$ cat src/hdl/dcs_pkg.sv
// Shared constants, register map and state types of the drive control block.
package dcs_pkg;

    // ------------------------------------------------------------------
    // Timing
    // ------------------------------------------------------------------
    localparam int CLK_PERIOD_NS = 20;
    localparam int CYC_MIN_NS = 250_000;
    localparam int CYC_MIN_CLKS = (CYC_MIN_NS + CLK_PERIOD_NS - 1) / CLK_PERIOD_NS;
    localparam logic [15:0] PERIOD_RST = 16'hC350;

    // ------------------------------------------------------------------
    // Register map (byte addresses)
    // ------------------------------------------------------------------
    localparam int ADDR_W = 6;
    localparam logic [ADDR_W-1:0] A_CTRL = 6'h00;
    localparam logic [ADDR_W-1:0] A_POSCTL = 6'h04;
    localparam logic [ADDR_W-1:0] A_BLKSEL = 6'h08;
    localparam logic [ADDR_W-1:0] A_MDIMOD = 6'h0C;
    localparam logic [ADDR_W-1:0] A_CONFIG = 6'h10;
    localparam logic [ADDR_W-1:0] A_PERIOD = 6'h14;
    localparam logic [ADDR_W-1:0] A_STAT1 = 6'h18;
    localparam logic [ADDR_W-1:0] A_STAT2 = 6'h1C;
    localparam logic [ADDR_W-1:0] A_INFO = 6'h20;

    // ------------------------------------------------------------------
    // Field positions
    // ------------------------------------------------------------------
    localparam int C_ON = 0;
    localparam int C_NO_COAST = 1;
    localparam int C_NO_QSTOP = 2;
    localparam int C_ENABLE = 3;
    localparam int S_RDY_ON = 0;
    localparam int S_RDY_OP = 1;
    localparam int S_OP_EN = 2;
    localparam int S_INHIB = 6;
    localparam int S2_PULSE = 11;
    localparam int P_ABS = 8;
    localparam int P_ADJUST = 14;
    localparam int P_DIRECT = 15;
    localparam int B_DIRECT = 15;
    localparam int M_ABS = 0;
    localparam int CF_TG9 = 0;
    localparam int CF_ISO = 1;
    localparam int I_DIRECT = 4;
    localparam int I_ADJUST = 5;
    localparam int I_ABS = 6;
    localparam int I_FAST = 8;

    // ------------------------------------------------------------------
    // Types
    // ------------------------------------------------------------------
    typedef enum logic [2:0] {
        ST_INIT,
        ST_INHIBITED,
        ST_READY,
        ST_SWITCHED_ON,
        ST_OPERATION,
        ST_RAMP_STOP,
        ST_QUICK_STOP
    } dcs_state_t;

    typedef struct packed {
        logic prev;
        logic armed;
        logic [15:0] cnt;
        logic tick;
        logic too_fast;
    } dcs_timer_st_t;

    typedef struct packed {
        logic direct;
        logic adjust;
        logic absolute;
    } dcs_mode_t;

    typedef struct packed {
        logic [15:0] ctrl;
        logic [15:0] pos;
        logic [15:0] blk;
        logic [15:0] mdim;
        logic tg9;
        logic iso;
        logic [15:0] period;
        dcs_state_t state;
        logic [15:0] stat1;
        logic [15:0] stat2;
        logic too_fast;
        logic wait_req;
        logic [31:0] rdata;
        logic torque;
        logic ramp;
        logic quick;
    } dcs_top_st_t;

    // ------------------------------------------------------------------
    // Helpers
    // ------------------------------------------------------------------
    function automatic logic sel_bit(input logic [15:0] w, input int idx);
        sel_bit = w[idx];
    endfunction : sel_bit

    function automatic logic [15:0] merge16(input logic [15:0] old,
                                            input logic [31:0] wd,
                                            input logic [3:0] be);
        merge16 = old;
        if (be[0])
        begin
            merge16[7:0] = wd[7:0];
        end
        if (be[1])
        begin
            merge16[15:8] = wd[15:8];
        end
    endfunction : merge16

endpackage : dcs_pkg

$ cat src/hdl/dcs_cycle_timer.sv
// Evaluation tick source: isochronous cycle clock or free-running divider.
`timescale 1ns/1ps
module dcs_cycle_timer
    import dcs_pkg::*;
#(
    parameter logic [15:0] MIN_CLKS = 16'(CYC_MIN_CLKS)
)
(
    input wire logic clk_i,
    input wire logic rst_b_i,
    input wire logic iso_i,
    input wire logic cycle_clk_i,
    input wire logic [15:0] period_i,
    output logic tick_o,
    output logic too_fast_o
);

    if (MIN_CLKS < 16'h0001)
    begin : g_chk
        $error("MIN_CLKS must be at least one cycle.");
    end

    dcs_timer_st_t q;
    dcs_timer_st_t d;

    // ------------------------------------------------------------------
    // Next state
    // ------------------------------------------------------------------
    always_comb
    begin
        d = q;
        d.tick = 1'b0;
        d.too_fast = 1'b0;
        d.prev = cycle_clk_i;
        if (iso_i)
        begin
            if (q.cnt < MIN_CLKS)
            begin
                d.cnt = q.cnt + 16'h0001;
            end
            // Edges closer than the least period to the last accepted edge are dropped, but the
            // first edge after reset or after free-running mode is taken whatever its distance.
            if (cycle_clk_i && !q.prev)
            begin
                if (!q.armed || q.cnt >= MIN_CLKS - 16'h0001) // RULE1
                begin
                    d.tick = 1'b1;
                    d.cnt = '0;
                    d.armed = 1'b1;
                end
                else
                begin
                    d.too_fast = 1'b1;
                end
            end
        end
        else
        begin
            d.armed = 1'b0;
            if (q.cnt + 16'h0001 >= period_i)
            begin
                d.tick = 1'b1;
                d.cnt = '0;
            end
            else
            begin
                d.cnt = q.cnt + 16'h0001;
            end
        end
    end

    always_ff @(posedge clk_i or negedge rst_b_i)
    begin
        if (!rst_b_i)
        begin
            q <= '0;
        end
        else
        begin
            q <= d;
        end
    end

    assign tick_o = q.tick;
    assign too_fast_o = q.too_fast;

endmodule : dcs_cycle_timer

$ cat src/hdl/dcs_mode_decoder.sv
// Direct-setpoint mode selection decoder, sampled once per evaluation tick.
`timescale 1ns/1ps
module dcs_mode_decoder
    import dcs_pkg::*;
(
    input wire logic clk_i,
    input wire logic rst_b_i,
    input wire logic tick_i,
    input wire logic tg9_i,
    input wire logic [15:0] pos_i,
    input wire logic [15:0] blk_i,
    input wire logic [15:0] mdim_i,
    output dcs_mode_t mode_o
);

    dcs_mode_t q;
    dcs_mode_t d;

    always_comb
    begin
        d = q;
        if (tick_i)
        begin
            if (tg9_i)
            begin
                d.direct = sel_bit(blk_i, B_DIRECT); // RULE20
                d.adjust = 1'b0; // RULE21
                d.absolute = sel_bit(mdim_i, M_ABS); // RULE23
            end
            else
            begin
                d.direct = sel_bit(pos_i, P_DIRECT); // RULE19
                d.adjust = sel_bit(pos_i, P_ADJUST); // RULE21
                d.absolute = sel_bit(pos_i, P_ABS); // RULE22
            end
        end
    end

    always_ff @(posedge clk_i or negedge rst_b_i)
    begin
        if (!rst_b_i)
        begin
            q <= '0;
        end
        else
        begin
            q <= d;
        end
    end

    assign mode_o = q;

endmodule : dcs_mode_decoder

$ cat src/hdl/dcs_drive_ctrl.sv
// Drive control state machine with Avalon-MM register slave.
//
// Behaviour
// RULE1 - Isochronous cycle no shorter than 250 us.
// RULE2 - After init enter inhibited without command.
// RULE3 - Inhibited to ready: bit0=0, bit1=1, bit2=1.
// RULE4 - Ready to switched-on when bit0 is 1.
// RULE5 - Bit3 toggles switched-on and operation.
// RULE6 - Switched-on to ready when bit0 clears.
// RULE7 - Ready/switched-on inhibited when bit1 or bit2 low.
// RULE8 - Operation or switching-off: bit1 low inhibits.
// RULE9 - Operation to ramp stop when bit0 clears.
// RULE10 - Operation to quick stop when bit2 clears.
// RULE11 - Ramp stop escalates to quick stop on bit2.
// RULE12 - Ramp stop to ready: bit3 low or stopped.
// RULE13 - Quick stop to inhibited: bit3 low or stopped.
// RULE14 - Inhibited status: bits0-2 zero, bit6 set, no pulse.
// RULE15 - Ready status: bit0 set only, no pulse.
// RULE16 - Switched-on status: bits0,1 set, no pulse.
// RULE17 - Operation status: bits0-2 set, pulse enabled.
// RULE18 - Switching-off status: bits0,1 set, pulse enabled.
// RULE19 - Telegram 111 position bit15 selects direct mode.
// RULE20 - Telegram 9 selection bit15 selects direct mode.
// RULE21 - Telegram 111 bit14 adjustment; telegram 9 positioning.
// RULE22 - Telegram 111 bit8 selects absolute positioning.
// RULE23 - Telegram 9 mode word bit0 selects absolute.
// RULE24 - One evaluation and transition per cycle.
//
// Our own choices: the placing of the registers and the Avalon-MM register port.
`timescale 1ns/1ps
module dcs_drive_ctrl
    import dcs_pkg::*;
#(
    parameter int MIN_CYCLE_CLKS = CYC_MIN_CLKS
)
(
    input wire logic clk_i,
    input wire logic rst_b_i,
    input wire logic [ADDR_W-1:0] avs_address_i,
    input wire logic avs_read_i,
    input wire logic avs_write_i,
    input wire logic [31:0] avs_writedata_i,
    input wire logic [3:0] avs_byteenable_i,
    output logic [31:0] avs_readdata_o,
    output logic avs_waitrequest_o,
    input wire logic network_cycle_clk_i,
    input wire logic decel_done_i,
    output logic [15:0] drive_status_word_one_o,
    output logic [15:0] drive_status_word_two_o,
    output logic torque_enable_o,
    output logic ramp_stop_o,
    output logic quick_stop_o,
    output logic direct_setpoint_mode_o,
    output logic adjustment_mode_o,
    output logic absolute_positioning_o,
    output logic eval_tick_o
);

    if (MIN_CYCLE_CLKS < 1 || MIN_CYCLE_CLKS > 65535)
    begin : g_chk
        $error("MIN_CYCLE_CLKS must lie between 1 and 65535.");
    end

    // ------------------------------------------------------------------
    // Status encoding
    // ------------------------------------------------------------------
    function automatic logic [15:0] enc_stat1(input dcs_state_t s);
        enc_stat1 = '0;
        case (s)
            ST_INIT, ST_INHIBITED:
            begin
                enc_stat1[S_INHIB] = 1'b1; // RULE14
            end
            ST_READY:
            begin
                enc_stat1[S_RDY_ON] = 1'b1; // RULE15
            end
            ST_SWITCHED_ON, ST_RAMP_STOP, ST_QUICK_STOP:
            begin
                enc_stat1[S_RDY_ON] = 1'b1; // RULE16 RULE18
                enc_stat1[S_RDY_OP] = 1'b1;
            end
            ST_OPERATION:
            begin
                enc_stat1[S_RDY_ON] = 1'b1; // RULE17
                enc_stat1[S_RDY_OP] = 1'b1;
                enc_stat1[S_OP_EN] = 1'b1;
            end
            default:
            begin
                enc_stat1[S_INHIB] = 1'b1;
            end
        endcase
    endfunction : enc_stat1

    function automatic logic [15:0] enc_stat2(input dcs_state_t s);
        enc_stat2 = '0;
        case (s)
            ST_OPERATION, ST_RAMP_STOP, ST_QUICK_STOP:
            begin
                enc_stat2[S2_PULSE] = 1'b1; // RULE17 RULE18
            end
            default:
            begin
                enc_stat2[S2_PULSE] = 1'b0; // RULE14 RULE15 RULE16
            end
        endcase
    endfunction : enc_stat2

    // ------------------------------------------------------------------
    // Submodules
    // ------------------------------------------------------------------
    dcs_top_st_t q;
    dcs_top_st_t d;
    logic tick;
    logic too_fast_ev;
    dcs_mode_t mode;

    dcs_cycle_timer #(
        .MIN_CLKS(16'(MIN_CYCLE_CLKS))
    ) u_timer (
        .clk_i(clk_i),
        .rst_b_i(rst_b_i),
        .iso_i(q.iso),
        .cycle_clk_i(network_cycle_clk_i),
        .period_i(q.period),
        .tick_o(tick),
        .too_fast_o(too_fast_ev)
    );

    dcs_mode_decoder u_mode (
        .clk_i(clk_i),
        .rst_b_i(rst_b_i),
        .tick_i(tick),
        .tg9_i(q.tg9),
        .pos_i(q.pos),
        .blk_i(q.blk),
        .mdim_i(q.mdim),
        .mode_o(mode)
    );

    // ------------------------------------------------------------------
    // Next state
    // ------------------------------------------------------------------
    logic req;
    logic take;
    dcs_state_t ns;
    logic on_b;
    logic nocoast_b;
    logic noqs_b;
    logic en_b;

    always_comb
    begin
        d = q;
        req = avs_read_i | avs_write_i;
        take = req & ~q.wait_req;
        on_b = q.ctrl[C_ON];
        nocoast_b = q.ctrl[C_NO_COAST];
        noqs_b = q.ctrl[C_NO_QSTOP];
        en_b = q.ctrl[C_ENABLE];
        ns = q.state;

        // Priority: coast stop, quick stop, ramp stop, then enable.
        case (q.state)
            ST_INIT:
            begin
                ns = ST_INHIBITED; // RULE2
            end
            ST_INHIBITED:
            begin
                if (!on_b && nocoast_b && noqs_b)
                begin
                    ns = ST_READY; // RULE3
                end
            end
            ST_READY:
            begin
                if (!nocoast_b || !noqs_b)
                begin
                    ns = ST_INHIBITED; // RULE7
                end
                else if (on_b)
                begin
                    ns = ST_SWITCHED_ON; // RULE4
                end
            end
            ST_SWITCHED_ON:
            begin
                if (!nocoast_b || !noqs_b)
                begin
                    ns = ST_INHIBITED; // RULE7
                end
                else if (!on_b)
                begin
                    ns = ST_READY; // RULE6
                end
                else if (en_b)
                begin
                    ns = ST_OPERATION; // RULE5
                end
            end
            ST_OPERATION:
            begin
                if (!nocoast_b)
                begin
                    ns = ST_INHIBITED; // RULE8
                end
                else if (!noqs_b)
                begin
                    ns = ST_QUICK_STOP; // RULE10
                end
                else if (!on_b)
                begin
                    ns = ST_RAMP_STOP; // RULE9
                end
                else if (!en_b)
                begin
                    ns = ST_SWITCHED_ON; // RULE5
                end
            end
            ST_RAMP_STOP:
            begin
                if (!nocoast_b)
                begin
                    ns = ST_INHIBITED; // RULE8
                end
                else if (!noqs_b)
                begin
                    ns = ST_QUICK_STOP; // RULE11
                end
                else if (!en_b || decel_done_i)
                begin
                    ns = ST_READY; // RULE12
                end
            end
            ST_QUICK_STOP:
            begin
                if (!nocoast_b || !en_b || decel_done_i)
                begin
                    ns = ST_INHIBITED; // RULE8 RULE13
                end
            end
            default:
            begin
                ns = ST_INHIBITED;
            end
        endcase

        // The leave-init step needs no tick; every other step waits for one.
        if (tick || q.state == ST_INIT) // RULE24
        begin
            d.state = ns;
            d.stat1 = enc_stat1(ns); // RULE24
            d.stat2 = enc_stat2(ns);
            d.torque = (ns == ST_OPERATION); // RULE17
            d.ramp = (ns == ST_RAMP_STOP);
            d.quick = (ns == ST_QUICK_STOP);
        end

        // Bus slave: one wait state, then the request is taken.
        d.wait_req = ~(req & q.wait_req);
        if (req && q.wait_req)
        begin
            d.rdata = '0;
            if (avs_read_i)
            begin
                case (avs_address_i)
                    A_CTRL: d.rdata[15:0] = q.ctrl;
                    A_POSCTL: d.rdata[15:0] = q.pos;
                    A_BLKSEL: d.rdata[15:0] = q.blk;
                    A_MDIMOD: d.rdata[15:0] = q.mdim;
                    A_CONFIG:
                    begin
                        d.rdata[CF_TG9] = q.tg9;
                        d.rdata[CF_ISO] = q.iso;
                    end
                    A_PERIOD: d.rdata[15:0] = q.period;
                    A_STAT1: d.rdata[15:0] = q.stat1;
                    A_STAT2: d.rdata[15:0] = q.stat2;
                    A_INFO:
                    begin
                        d.rdata[2:0] = q.state;
                        d.rdata[I_DIRECT] = mode.direct;
                        d.rdata[I_ADJUST] = mode.adjust;
                        d.rdata[I_ABS] = mode.absolute;
                        d.rdata[I_FAST] = q.too_fast;
                    end
                    default: d.rdata = '0;
                endcase
            end
        end

        if (take && avs_write_i)
        begin
            case (avs_address_i)
                A_CTRL: d.ctrl = merge16(q.ctrl, avs_writedata_i, avs_byteenable_i);
                A_POSCTL: d.pos = merge16(q.pos, avs_writedata_i, avs_byteenable_i);
                A_BLKSEL: d.blk = merge16(q.blk, avs_writedata_i, avs_byteenable_i);
                A_MDIMOD: d.mdim = merge16(q.mdim, avs_writedata_i, avs_byteenable_i);
                A_CONFIG:
                begin
                    if (avs_byteenable_i[0])
                    begin
                        d.tg9 = avs_writedata_i[CF_TG9];
                        d.iso = avs_writedata_i[CF_ISO];
                    end
                end
                A_PERIOD:
                begin
                    d.period = merge16(q.period, avs_writedata_i, avs_byteenable_i);
                end
                A_INFO:
                begin
                    if (avs_byteenable_i[1] && avs_writedata_i[I_FAST])
                    begin
                        d.too_fast = 1'b0;
                    end
                end
                default:
                begin
                    d.too_fast = d.too_fast;
                end
            endcase
        end

        // A rejected cycle edge in the clearing cycle still sets the flag.
        if (too_fast_ev)
        begin
            d.too_fast = 1'b1; // RULE1
        end
    end

    // ------------------------------------------------------------------
    // Registers
    // ------------------------------------------------------------------
    always_ff @(posedge clk_i or negedge rst_b_i)
    begin
        if (!rst_b_i)
        begin
            q <= '0;
            q.state <= ST_INIT;
            q.period <= PERIOD_RST;
            q.wait_req <= 1'b1;
        end
        else
        begin
            q <= d;
        end
    end

    logic tick_q;

    always_ff @(posedge clk_i or negedge rst_b_i)
    begin
        if (!rst_b_i)
        begin
            tick_q <= 1'b0;
        end
        else
        begin
            tick_q <= tick;
        end
    end

    // ------------------------------------------------------------------
    // Outputs
    // ------------------------------------------------------------------
    assign avs_readdata_o = q.rdata;
    assign avs_waitrequest_o = q.wait_req;
    assign drive_status_word_one_o = q.stat1;
    assign drive_status_word_two_o = q.stat2;
    assign torque_enable_o = q.torque;
    assign ramp_stop_o = q.ramp;
    assign quick_stop_o = q.quick;
    assign direct_setpoint_mode_o = mode.direct;
    assign adjustment_mode_o = mode.adjust;
    assign absolute_positioning_o = mode.absolute;
    assign eval_tick_o = tick_q;

endmodule : dcs_drive_ctrl

$ cat config.mk
export PLATFORM = sky130hd
export DESIGN_NAME = dcs_drive_ctrl
export DESIGN_NICKNAME = d
export VERILOG_FILES = /design/src/hdl/dcs_pkg.sv /design/src/hdl/dcs_cycle_timer.sv /design/src/hdl/dcs_mode_decoder.sv /design/src/hdl/dcs_drive_ctrl.sv
export SDC_FILE = /design/constraint.sdc
export NUM_CORES = 1
export LEC_CHECK = 0
export BUFFER_PORTS_ARGS = -buffer_cell sky130_fd_sc_hd__buf_2
export CELL_PAD_IN_SITES_DETAIL_PLACEMENT = 2
export CELL_PAD_IN_SITES_GLOBAL_PLACEMENT = 2
export CORE_AREA = 2 2 208 108
export CTS_BUF_LIST = sky130_fd_sc_hd__clkbuf_4
export DETAILED_ROUTE_END_ITERATION = 8
export DIE_AREA = 0 0 210 110
export PLACE_DENSITY = 0.79
export SLEW_MARGIN = 20
export SYNTH_ARGS = -nofsm -noshare
export SYNTH_HDL_FRONTEND = slang
export SYNTH_HIERARCHICAL = 1
export SYNTH_SLANG_ARGS = --single-unit
$ cat constraint.sdc
create_clock -name clk_i -period 3.5 [get_ports clk_i]
set_clock_uncertainty 0.15 [all_clocks]
set_input_delay 0.175 -clock clk_i [delete_from_list [all_inputs] [get_ports clk_i]]
set_output_delay 0.175 -clock clk_i [all_outputs]
set_load 0.005 [all_outputs]
* After elaboration in Yosys (flattened, before gate mapping)
Cells that the tools add are included.
** Word-level totals
- Register bits after elaboration :: 151
- Bits of input ports :: 48
- Logic and storage cells :: 140
** Operators by class
- $add $sub $neg :: 1
- $lt $le $gt $ge :: 3
- Equality and inequality tests :: 21
- Mux-type cells :: 41
- Bitwise gates (word level) :: 5
- Reductions and logical operators :: 39
** Operator list (count)
- $mux W16 :: 3
- $mux W3 :: 15
- $pmux W7 S6 :: 1
- $mux W18 :: 2
- $reduce_and A3 Y1 :: 12
- $eq A6 B5 Y1 const B :: 4
- $pmux W3 S7 :: 1
- $mux W19 :: 1
- $eq A3 B3 Y1 const B :: 6
- $pmux W3 S6 :: 1
- $add A16 B1 Y16 const B :: 1
- $ge A16 B14 Y1 const B :: 1
- $ge A16 B16 Y1 :: 1
- $lt A16 B14 Y1 const B :: 1
- $pmux W2 S8 :: 1
- $eq A3 B2 Y1 const B :: 4
- $eq A6 B4 Y1 const B :: 2
- $mux W1 :: 12
- $pmux W1 S5 :: 2
- $pmux W1 S7 :: 1
- $eq A6 B3 Y1 const B :: 1
- $eq A6 B6 Y1 const B :: 1
- $logic_and A1 B1 Y1 :: 6
- $logic_not A1 Y1 :: 6
- other kinds (14) :: 24

* Logic depth before layout (Yosys ltp)
Gate-level depths: netlist of run 1.
- Word-level depth :: 9
- Gate-level depth with buffers :: 15
- Gate-level depth less buffers :: 13

* Modules after synthesis
The synthesis of run 1 kept the hierarchy.
** Modules (own cells, without submodules)
- dcs_drive_ctrl :: times used 1, cells an instance 455, area each 5631.7 sq um, sequential area each 2786.4 sq um
- dcs_cycle_timer :: times used 1, cells an instance 191, area each 1582.8 sq um, sequential area each 500.5 sq um
- dcs_mode_decoder :: times used 1, cells an instance 12, area each 128.9 sq um, sequential area each 75.1 sq um

* Worst setup path after synthesis of run 1
No wires, ideal clock.
- Path type :: register to register
- From :: reg u_timer/q[8] in the netlist's numbering
- To :: reg u_timer/q[4] in the netlist's numbering
- Arrival :: 3.420 ns
- Data required time :: 3.255 ns
- Slack :: -0.164 ns
- Stages on the path, launching flop included :: 15
- Buffers on the path :: 2
- Path through :: dfrtp_1 clkbuf_1 nand2_1 nor4_1 and3_1 nand3_1 xnor2_1 ha_1 o21ai_0 nor2_1 a2111oi_0 and3_1 clkbuf_1 and3b_4 nor4_4
** RTL lines
- start, declared :: RTL line dcs_cycle_timer.sv:23 : dcs_timer_st_t q;
- start signal, assigned :: RTL line dcs_cycle_timer.sv:76 : q <= '0;
- start signal, assigned :: RTL line dcs_cycle_timer.sv:80 : q <= d;

==> summary.md, run 1 <==
| Metric | Value |
|---|---|
| Total CTS buffers | `17` |
| PD cells | `around 470 mW/mm^2` |
| Layout cells sized above 1 | `0.336` |
| Syn Inst Count | `658` |
| Design Area, Final | `around 0.0087 mm^2` |
| Die Area | `0.0231 mm^2` |
| Filler Cell Count | `2,213` |
| Chip width | `approximately 210 um` |
| Wirelength per Cell | `between 20 and 25 um` |
| Total gr overflow | `0` |
| Net Sw Frac | `0.333` |
| Flop pwr share | `0.441` |
| Port Buf Inserts | `58` |
| Fmax | `approximately 280 MHz` |
| Multi-input gate area | `0.00365 mm^2` |
| DP HPWL | `~18,000 um` |
| Startpoint types | `register` |
| Clock share of power | `0.287` |
| Slew Limit Fails | `0` |
| H-tree depth | `4` |
| Switch Pwr | `~1.4 mW` |
| Distinct cells, synth | `70` |
| Post-synthesis instance area | `about 0.0073 mm^2` |
| Outcome | `finished, violations left` |
| Peak fanout along the critical path | `5` |
| YS warnings | `6` |
| Setup ws final | `-0.122 ns` |
| Vias per std cell | `5.37` |
| Peak supply drop | `around 0.00029 V` |
| Hold_ws | `-0.00139 ns` |
| Ys flop type | `dfrtp_1` |
| Commonest non-fill, non-tap cell in the layout | `dfrtp_1` |
| Slew headroom | `0.470` |
| FFs w/ async S/R, synth | `1.00` |
| # DRC | `0` |
| Post-Place Cells | `983` |
| CTS tree | `done` |
| First-pass iteration count of the detailed router | `5` |
| Register-to-register setup slack | `-0.12 ns` |
| Post-Route WL | `24,900 um` |
| Vias in the first global route | `roughly 6,200` |
| RR Endpoint | `u_timer/q[9]` |
| Tot Pwr | `between 4 and 5 mW` |
| Synth top area share | `0.433` |
| Ranking of synthesized cells by area | `dfrtp_1 43%, mux2_2 7.7%, buf_4 6.5%` |
| Most frequent cells in the layout | `125 x dfrtp_1, 57 x buf_2, 55 x nand2_1, 50 x mux2_2` |
| Antenna violations before repair | `1` |
| RR Startpoint | `u_timer/q[2]` |
| Register area | `0.00336 mm^2` |
| Starting Density | `0.346` |
| Fin crit share | `1.03` |
| Via count | `about 5,700` |
| Worst Setup Path Type | `reg -> reg` |
| Area Overhead vs Synth | `19.0%` |
| Crit path time final | `between 3 and 4 ns` |
| Worst Path Required | `around 3.8 ns` |
| Row cnt | `38` |
| Leakage | `approximately 4.3 nW` |
| Crit path arrival time | `approximately 4.0 ns` |
| Pre-CTS setup slack | `-0.347 ns` |
| Fin cells | `1,054` |
| EDFF count, synth | `0` |
| Core Area | `approximately 0.021 mm^2` |
| First-pass GRT wire length | `about 38,000 um` |
| GRT Util Overall | `0.223` |
| Logic pwr share | `0.272` |
| Failing checks | `negative hold slack, negative setup slack` |
| Num Clock Sinks | `134` |
| Clk buf depth | `2` |
| Worst hold path class | `in -> async` |
| RSZ-0062 raised after global routing | `yes` |
| Yosys top cell by area | `dfrtp_1` |
| Seq/Total Area, Yosys | `0.458` |
| Worst skew pair latency | `approximately 0.60 ns` |
| CP Capture Type | `register` |
| Post-Syn Area per Cell | `~11 um^2` |
| Final setup vio count | `3` |
| Worst-Margin Slew | `0.792 ns` |
| Antenna-violating nets left | `0` |
| Largest net degree at the start of global routing | `74` |
| Hold Vio Cnt, Final | `1` |
| Count of nets after finishing | `826` |
| R2R depth | `16` |
| Post-synthesis register bit count | `134` |
| Ports | `120` |
| Final GP Congestion | `roughly 0.86` |
| Vert. Die Dim | `roughly 110 um` |
| CTS clk-pin slew, worst paths | `roughly 0.11 ns` |
| Initial DRC count | `between 300 and 400` |
| Root Buffer | `clkbuf_4` |
| Internal | `between 2 and 3 mW` |
| Number of max-cap violations | `0` |
| Final design utilization | `0.411` |
| DP Area | `approximately 0.0078 mm^2` |
-- cells in the mapped netlist (3+ instances only) --
| library cell | n |
|---|---|
| dfrtp_1 | 127 |
| buf_4 | 64 |
| nand2_1 | 57 |
| mux2_2 | 50 |
| inv_1 | 33 |
| a22oi_1 | 20 |
| nor2_1 | 19 |
| a21oi_1 | 18 |
| o21ai_0 | 18 |
| ha_1 | 17 |
| mux2_1 | 16 |
| mux2_4 | 16 |
| a21o_1 | 14 |
| a222oi_1 | 14 |
| clkbuf_1 | 14 |
| nand3_1 | 10 |
| xnor2_1 | 9 |
| a31oi_1 | 8 |
| a22o_1 | 7 |
| buf_2 | 7 |
| dfstp_2 | 7 |
| nand4_1 | 7 |
| nor3_1 | 7 |
| mux2i_1 | 6 |
| nand2b_1 | 5 |
| nor4_1 | 5 |
| buf_6 | 4 |
| nand3b_1 | 4 |
| o21a_1 | 4 |
| o21ai_1 | 4 |
| xor2_1 | 4 |
| a211oi_1 | 3 |
| a21boi_0 | 3 |
| and3_1 | 3 |
| and3b_1 | 3 |
| nor4_4 | 3 |
| o211ai_1 | 3 |
-- cell families (layout without fill, tap and decap cells) --
kind of cell / after synthesis / in the layout / synth area share
AO/OA/AOI/OAI: 136 / 136 / 0.134
XOR/XNOR: 13 / 13 / 0.0155
buffers and inverters: 122 / 195 / 0.100
other: 1 / 44 / 0.000511
AND/OR/NAND/NOR: 147 / 147 / 0.121
multiplexers: 88 / 88 / 0.142
flip-flops: 134 / 134 / 0.458
adder cells (fa/ha/maj): 17 / 17 / 0.0290
-- power groups by stage --
stage	Clock (mW)	Combinational [mW]	Sequential, mW
3_3_place_gp	0	0.716	1.81
5_1_grt	1.27	1.21	1.83
4_1_cts	1.21	0.891	1.80
2_1_floorplan	0	0.512	1.76
3_5_place_dp	0	0.769	1.83
6_report	1.19	1.12	1.82
-- worst max-delay path: stages (launching register included) --
cell and delay [ns]:
dfrtp_1 0.40, buf_6 0.12, ha_4 0.15, nand2_4 0.07, nor4_4 0.23, and3_4 0.27
nand3_4 0.10, xnor2_4 0.16, ha_4 0.27, nand4_1 0.15, nor3_4 0.30, o2111ai_2 0.21
a32oi_1 0.30, buf_4 0.23, buf_6 0.12, nor3_2 0.03, a211o_1 0.25
-- flip-flops by register name, summed over array words and instances (netlist names), 3 cells and up --
register	flops
q	82
u_timer/q	18
avs_readdata_o	16
drive_status_word_one_o	4
u_mode/mode_o	3
-- cell type report --
| class | instances | area share |
|---|---|---|
| repair buffers | 131 | 0.108 |
| well taps | 280 | 0.0401 |
| clock buffers | 17 | 0.0146 |
| diodes | 1 | 0.000286 |
| inverters | 33 | 0.0142 |
| clock inverters | 14 | 0.0208 |
| multi-input cells | 444 | 0.417 |
| flip-flops and latches | 134 | 0.385 |
-- worst max path at each step --
stage | cells after the start | end | from
floorplan | 14 | u_timer/q[4] | u_timer/q[9]
finish | 16 | u_timer/q[9] | u_timer/q[2]
global placement | 15 | u_timer/q[4] | u_timer/q[2]
CTS | 15 | u_timer/q[8] | u_timer/q[2]
detailed placement | 14 | u_timer/q[7] | u_timer/q[2]
global route | 15 | u_timer/q[9] | u_timer/q[3]
-- metal layers --
layer | vias to the layer above | GRT usage | part of all wire
met1 | 2982 | 0.315 | 0.50
li1 | 2498 | - | -
met3 | 31 | 0.0686 | 0.054
met2 | 145 | 0.333 | 0.43
met5 | - | 0 | 0
met4 | 0 | 0.0567 | 0.013
-- stage by stage --
step	TNS [ns]	hold slack, ns
2_1_floorplan	0	-0.271
3_3_place_gp	-0.0729	0.155
3_5_place_dp	-1.87	0.159
4_1_cts	0	0.00532
5_1_grt	-0.920	0.0328
6_report	-0.243	-0.00139
-- timing repair --
| action | in CTS | in global routing |
|---|---|---|
| cloned | 0 | 0 |
| endpoints found under the hold margin | 167 | 0 |
| gates resized for setup | 16 | 38 |
| buffers inserted | 8 | 10 |
| setup endpoints to repair | 16 | 16 |
| hold buffers | 22 | 0 |
| pin swaps | 10 | 22 |
Power figures use the tool's default switching activity.
==> run 2, diff against run 1 <==
- CELL_PAD_IN_SITES_DETAIL_PLACEMENT: 2 -> 1
- PLACE_DENSITY: 0.79 -> 0.84
==> summary.md, run 2 (same netlist as run 1, synthesis figures left out) <==
| Metric | Value |
|---|---|
| Outcome | `finished clean` |
| Core Area | `0.0213 mm^2 (unchanged)` |
| # DRC | `0 (unchanged)` |
| RSZ-0062 raised after global routing | `yes` |
| First-pass iteration count of the detailed router | `5 (unchanged)` |
| Clk buf depth | `2 (unchanged)` |
| Crit path arrival time | `3.81 ns (-0.15 ns)` |
| PD cells | `449 mW/mm^2 (-5.0%)` |
| Total gr overflow | `0 (unchanged)` |
| Num Clock Sinks | `134 (unchanged)` |
| Largest register FFs | `82 (unchanged)` |
| Hold_ws | `0.0880 ns (+0.0893 ns)` |
| Wirelength per Cell | `20.8 um (-12%)` |
| Fmax | `287 MHz (+3.8%)` |
| Hold path depth | `2` |
| Die Area | `0.0231 mm^2 (unchanged)` |
| Root Buffer | `clkbuf_4` |
| Initial DRC count | `488 (+41%)` |
| Via count | `5,547 (-1.9%)` |
| Ports | `120 (unchanged)` |
| Largest net degree at the start of global routing | `81 (+9.5%)` |
| Worst hold path class | `in -> reg` |
| Vert. Die Dim | `110 um (unchanged)` |
| Number of max-cap violations | `0 (unchanged)` |
| Antenna-violating nets left | `0 (unchanged)` |
| Chip width | `210 um (unchanged)` |
| R2R depth | `15 (-1)` |
| Peak fanout along the critical path | `6 (+1)` |
| Post-Route WL | `22,000 um (-11%)` |
| Register area | `0.00336 mm^2 (about the same)` |
| Tot Pwr | `3.91 mW (-5.3%)` |
| Count of nets after finishing | `831 (+0.61%)` |
| DP Area | `0.00787 mm^2 (+0.74%)` |
| Layout cells sized above 1 | `0.327 (-0.00901)` |
| Hold Vio Cnt, Final | `0 (-1)` |
| Final setup vio count | `0 (-3)` |
| Vias per std cell | `5.23 (-2.5%)` |
| Leakage | `4.29 nW (+0.39%)` |
| Design Area, Final | `0.00871 mm^2 (-0.34%)` |
| Worst Setup Path Type | `reg -> reg` |
| Top reg by flops | `q` |
| Starting Density | `0.346 (unchanged)` |
| Internal | `2.60 mW (-5.6%)` |
| Startpoint types | `register` |
| Clock share of power | `0.277 (-0.010)` |
| Most frequent cells in the layout | `127 x dfrtp_1, 57 x buf_2, 55 x nand2_1, 50 x mux2_2, 48 x buf_4` |
| Worst Path Required | `3.82 ns (-0.02 ns)` |
| H-tree depth | `4 (unchanged)` |
| Worst skew pair latency | `0.60 ns (about the same)` |
| RR Endpoint | `u_timer/q[9]` |
| Antenna violations before repair | `1 (unchanged)` |
| Final design utilization | `0.410 (-0.00141)` |
| Port Buf Inserts | `58 (unchanged)` |
| Vias in the first global route | `5,512 (-11%)` |
| Net Sw Frac | `0.335 (+0.00192)` |
| First-pass GRT wire length | `33,600 um (-11%)` |
| Area Overhead vs Synth | `18.6%` |
| Switch Pwr | `1.31 mW (-4.8%)` |
| Total CTS buffers | `17 (unchanged)` |
| Slew headroom | `0.597 (+0.127)` |
| RR Startpoint | `u_timer/q[3]` |
| CTS clk-pin slew, worst paths | `0.12 ns (about the same)` |
| Slew Limit Fails | `0 (unchanged)` |
| Final GP Congestion | `0.855 (-0.95%)` |
| Filler Cell Count | `2,373 (+7.2%)` |
| Row cnt | `38 (unchanged)` |
| CP Capture Type | `register` |
| DP HPWL | `15,900 um (-12%)` |
| Commonest non-fill, non-tap cell in the layout | `dfrtp_1` |
| Register-to-register setup slack | `0.01 ns (+0.13 ns)` |
| Flop pwr share | `0.459 (+0.018)` |
| CTS tree | `done` |
| Crit path time final | `3.49 ns (-0.133 ns)` |
| Logic pwr share | `0.264 (-0.008)` |
| Multi-input gate area | `0.00360 mm^2 (-1.2%)` |
| GRT Util Overall | `0.198 (-0.0245)` |
| Fin crit share | `0.997 (-0.0380)` |
| Worst-Margin Slew | `0.605 ns (-0.187 ns)` |
| Peak supply drop | `0.000245 V (-14%)` |
| Worst Hold End | `u_timer/q[19]` |
| Hold path startpoint | `network_cycle_clk_i` |
run 2: cell types whose count changed in the layout (fill, tap and decap cells not counted), moves of 3 or more:
| cell | before | now |
|---|---|---|
| buf_4 | 43 | 48 |
| dlygate4sd3_1 | 22 | 25 |
| buf_6 | 7 | 4 |
| clkbuf_4 | 17 | 20 |
run 2: final cells by class:
type,instances,share of cell area
Sequential cell,134,0.386
Clock inverter,12,0.0149
Clock buffer,20,0.0172
Antenna cell,1,0.000287
Tap cell,280,0.0402
Inverter,33,0.0142
Timing Repair Buffer,136,0.113
Multi-Input combinational cell,444,0.414
run 2: worst max-delay path by stage:
stage                       from           end  slack (ns)  depth (start not counted)
floorplan           u_timer/q[9]  u_timer/q[4]       0.002                         14
global placement    u_timer/q[2]  u_timer/q[7]       -0.06                         14
detailed placement  u_timer/q[2]  u_timer/q[4]       -0.28                         15
CTS                 u_timer/q[3]  u_timer/q[7]       0.002                         14
global route        u_timer/q[3]  u_timer/q[9]       -0.16                         15
finish              u_timer/q[3]  u_timer/q[9]        0.01                         15
run 2: power groups by stage:
stage | Sequential (mW) | Combinational, mW | Clock, mW
final | 1.80 | 1.03 | 1.08
after global routing | 1.81 | 1.12 | 1.19
after CTS | 1.79 | 0.936 | 1.11
after detailed placement | 1.82 | 0.781 | 0
after global placement | 1.81 | 0.763 | 0
after floorplan | 1.76 | 0.512 | 0
run 2: per-stage QoR:
| stage | worst slack (ns) | std cells | TNS [ns] |
|---|---|---|---|
| floorplan | 0.00240 | 700 | 0 |
| CTS | 0.00157 | 1055 | 0 |
| finish | 0.0111 | 1060 | 0 |
| detailed placement | -0.279 | 990 | -2.07 |
| global placement | -0.0639 | 990 | -0.0639 |
| global route | -0.159 | 1060 | -0.583 |
run 2: routing by layer:
| layer | GRT usage | share of wire | vias to the layer above |
|---|---|---|---|
| met4 | 0.0426 | 0.0058 | 0 |
| met5 | 0 | 0 | - |
| met3 | 0.0561 | 0.074 | 15 |
| met2 | 0.250 | 0.37 | 146 |
| li1 | - | - | 2503 |
| met1 | 0.321 | 0.55 | 2883 |
run 2: timing repair:
item | CTS | global route
gates cloned | 1 | 0
endpoints found under the setup margin | 16 | 17
resized for setup | 15 | 23
hold buffers | 26 | 0
buffers inserted | 6 | 5
pin swaps | 8 | 21
endpoints found under the hold margin | 225 | 0
run 2: critical path, stage by stage (launching register included):
cell	delay (ns)
dfrtp_1	0.43
ha_4	0.18
nand2_4	0.07
nor4_4	0.21
and3_4	0.26
nand3_4	0.08
xnor2_2	0.16
ha_1	0.30
nand4_1	0.18
nor3_4	0.28
buf_6	0.15
o2111ai_4	0.12
a32oi_2	0.30
buf_6	0.19
nor2_2	0.04
a211o_1	0.27
==> run 3, diff against run 2 <==
- CORE_AREA: 2 2 208 108 -> 2 2 200 104
- DIE_AREA: 0 0 210 110 -> 0 0 202 106
- PLACE_DENSITY: 0.84 -> 0.86
- clock period: 3.5 -> 3.6 ns (I/O delays scaled with it)
==> summary.md, run 3 (same netlist as run 1, synthesis figures left out) <==
| Metric | Value |
|---|---|
| Outcome | `finished, violations left` |
| Failing checks | `negative setup slack` |
| H-tree depth | `4 (unchanged)` |
| Initial DRC count | `397 (-19%)` |
| First-pass GRT wire length | `34,200 um (+1.9%)` |
| First-pass iteration count of the detailed router | `6 (+1)` |
| R2R depth | `15 (unchanged)` |
| Inserted Diodes | `0 (-1)` |
| Row cnt | `37 (-2.6%)` |
| Port Buf Inserts | `58 (unchanged)` |
| Worst hold path class | `in -> reg` |
| Metal3 WL | `1620 um (-0.31%)` |
| Count of nets after finishing | `819 (-1.4%)` |
| Slew Limit Fails | `0 (unchanged)` |
| Worst skew pair latency | `0.57 ns (-0.03 ns)` |
| Starting Density | `0.370 (+0.0242)` |
| Fin crit share | `1.00 (+0.00361)` |
| Largest net degree at the start of global routing | `90 (+11%)` |
| Commonest non-fill, non-tap cell in the layout | `dfrtp_1` |
| Most frequent cells in the layout | `125 x dfrtp_1, 57 x buf_2, 54 x nand2_1, 50 x mux2_2, 43 x conb_1` |
| RSZ-0062 raised after global routing | `yes` |
| CP cell instances | `ha_2, nand2_2, nor4_2, buf_4, and3_4, nand3_4, xnor2_2, ha_1, nand4_1, nor3_4, o2111ai_4, a32oi_2, buf_6, nor3_2, a211o_1` |
| Core Area | `0.0199 mm^2 (-6.6%)` |
| Wire length on met1 | `11,300 um (-6.5%)` |
| Vert. Die Dim | `106 um (-3.6%)` |
| Critical path's top delay family | `simple AND/OR/NAND/NOR gates` |
| GRT Util Overall | `0.213 (+0.0144)` |
| Worst stage delay on the critical path | `0.40 ns (-0.03 ns)` |
| Crit-path slowest cell | `dfrtp_1` |
| DP HPWL | `16,400 um (+3.4%)` |
| Hold Vio Cnt, Final | `0 (unchanged)` |
| Vias per std cell | `5.44 (+3.9%)` |
| Total CTS buffers | `17 (unchanged)` |
| Filler Cell Count | `2,160 (-9.0%)` |
| Number of max-cap violations | `0 (unchanged)` |
| Via count | `5,656 (+2.0%)` |
| Fmax | `278 MHz (-3.1%)` |
| Wirelength per Cell | `21.5 um (+3.4%)` |
| Clk buf depth | `2 (unchanged)` |
| Setup ws final | `-0.00158 ns (-0.0127 ns)` |
| Num Clock Sinks | `134 (unchanged)` |
| Final design utilization | `0.432 (+0.0226)` |
| RR Endpoint | `u_timer/q[9]` |
| Antenna violations before repair | `1 (unchanged)` |
| Crit path time final | `3.60 ns (+0.113 ns)` |
| Crit path arrival time | `3.90 ns (+0.09 ns)` |
| Final GP Congestion | `0.843 (-1.5%)` |
| Startpoint types | `register` |
| Post-Route WL | `22,400 um (+1.4%)` |
| Root Buffer | `clkbuf_4` |
| CTS tree | `done` |
| Ports | `120 (unchanged)` |
| Vias in the first global route | `5,776 (+4.8%)` |
| Leakage | `4.21 nW (-1.9%)` |
| Max Used Layer | `met4` |
| Area Overhead vs Synth | `16.9%` |
| Worst-Margin Slew | `1.01 ns (+0.406 ns)` |
| Total gr overflow | `0 (unchanged)` |
| RR Startpoint | `u_timer/q[3]` |
| Worst Path Required | `3.90 ns (+0.08 ns)` |
| CTS clk-pin slew, worst paths | `0.14 ns (+0.02 ns)` |
| Routed wl met2 | `9250 um (+13%)` |
| Hold path depth | `5 (+3)` |
| Top reg by flops | `q` |
| Worst Hold End | `q[89]` |
| Peak fanout along the critical path | `8 (+2)` |
| Worst Setup Path Type | `reg -> reg` |
| WP buf/inv | `2 (unchanged)` |
| Largest register FFs | `82 (unchanged)` |
| Peak supply drop | `0.000246 V (+0.35%)` |
| Register-to-register setup slack | `-0.002 ns (about the same)` |
| CP Capture Type | `register` |
| PD cells | `442 mW/mm^2 (-1.5%)` |
| Die Area | `0.0214 mm^2 (-7.3%)` |
| Hold path startpoint | `avs_address_i[0]` |
| Chip width | `202 um (-3.8%)` |
| Tot Pwr | `3.80 mW (-2.9%)` |
| Slew headroom | `0.324 (-0.273)` |
| Layout cells sized above 1 | `0.330 (+0.00251)` |
| Final setup vio count | `1 (+1)` |
| Antenna-violating nets left | `0 (unchanged)` |
| # DRC | `0 (unchanged)` |
==> run 3: changes by cell type in the layout (fill, tap and decap cells not counted), moves of 3 or more <==
cell / previous run / this run
inv_6: 2 / 5
dlygate4sd3_1: 25 / 20
nand2_2: 0 / 3
clkbuf_4: 20 / 17
clkinv_1: 3 / 0
buf_4: 48 / 42
==> run 3: worst max path at each step <==
| stage | startpoint | endpoint | slack, ns | cells past startpoint |
|---|---|---|---|---|
| finish | u_timer/q[3] | u_timer/q[9] | -0.002 | 15 |
| global route | u_timer/q[3] | u_timer/q[9] | -0.22 | 15 |
| CTS | u_timer/q[3] | u_timer/q[7] | -0.03 | 16 |
| detailed placement | u_timer/q[2] | u_timer/q[9] | -0.26 | 15 |
| global placement | u_timer/q[2] | u_timer/q[9] | -0.18 | 15 |
| floorplan | u_timer/q[8] | u_timer/q[4] | 0.04 | 14 |
==> run 3: metal layers <==
metal	vias to the layer above	GRT usage
li1	2485	-
met1	2962	0.328
met2	197	0.293
met3	12	0.0558
met4	0	0.0467
met5	-	0
==> run 3: cell type report <==
| type | instances | area, um^2 | share of cell area |
|---|---|---|---|
| well taps | 273 | 342 | 0.0398 |
| clock inverters | 15 | 190 | 0.0221 |
| repair buffers | 124 | 866 | 0.101 |
| inverters | 33 | 124 | 0.0144 |
| flip-flops and latches | 134 | 3360 | 0.392 |
| multi-input cells | 444 | 3570 | 0.416 |
| clock buffers | 17 | 128 | 0.0149 |
==> run 3: what timing repair did <==
action | CTS | global route
endpoints found under the hold margin | 177 | 0
hold buffers | 20 | 0
setup endpoints to repair | 14 | 17
pin swaps | 1 | 9
resized for setup | 5 | 30
setup buffers | 1 | 12
gates cloned | 0 | 0
==> run 3: per-stage QoR <==
step / hold WS, ns / cells / worst slack (ns) / area (um^2) / TNS, ns
floorplan: -0.266 / 700 / 0.0431 / 7510 / 0
global placement: 0.137 / 975 / -0.175 / 7790 / -0.404
detailed placement: 0.162 / 975 / -0.264 / 7790 / -1.05
CTS: 0.0154 / 1028 / -0.0262 / 8340 / -0.0304
global route: 0.0366 / 1040 / -0.223 / 8590 / -1.74
finish: 0.0792 / 1040 / -0.00158 / 8590 / -0.00158
==> run 3: tightest hold or removal path: stages <==
cell,delay [ns]
buf_2,0.11
or4_4,0.17
nor2_1,0.05
nand2_1,0.10
mux2_2,0.16
==> run 3: power by group <==
part	internal, mW	leakage [nW]	switching, mW	total [mW]
sequential	1.62	1.81	0.129	1.75
clock	0.498	0.174	0.641	1.14
combinational	0.420	2.23	0.491	0.911
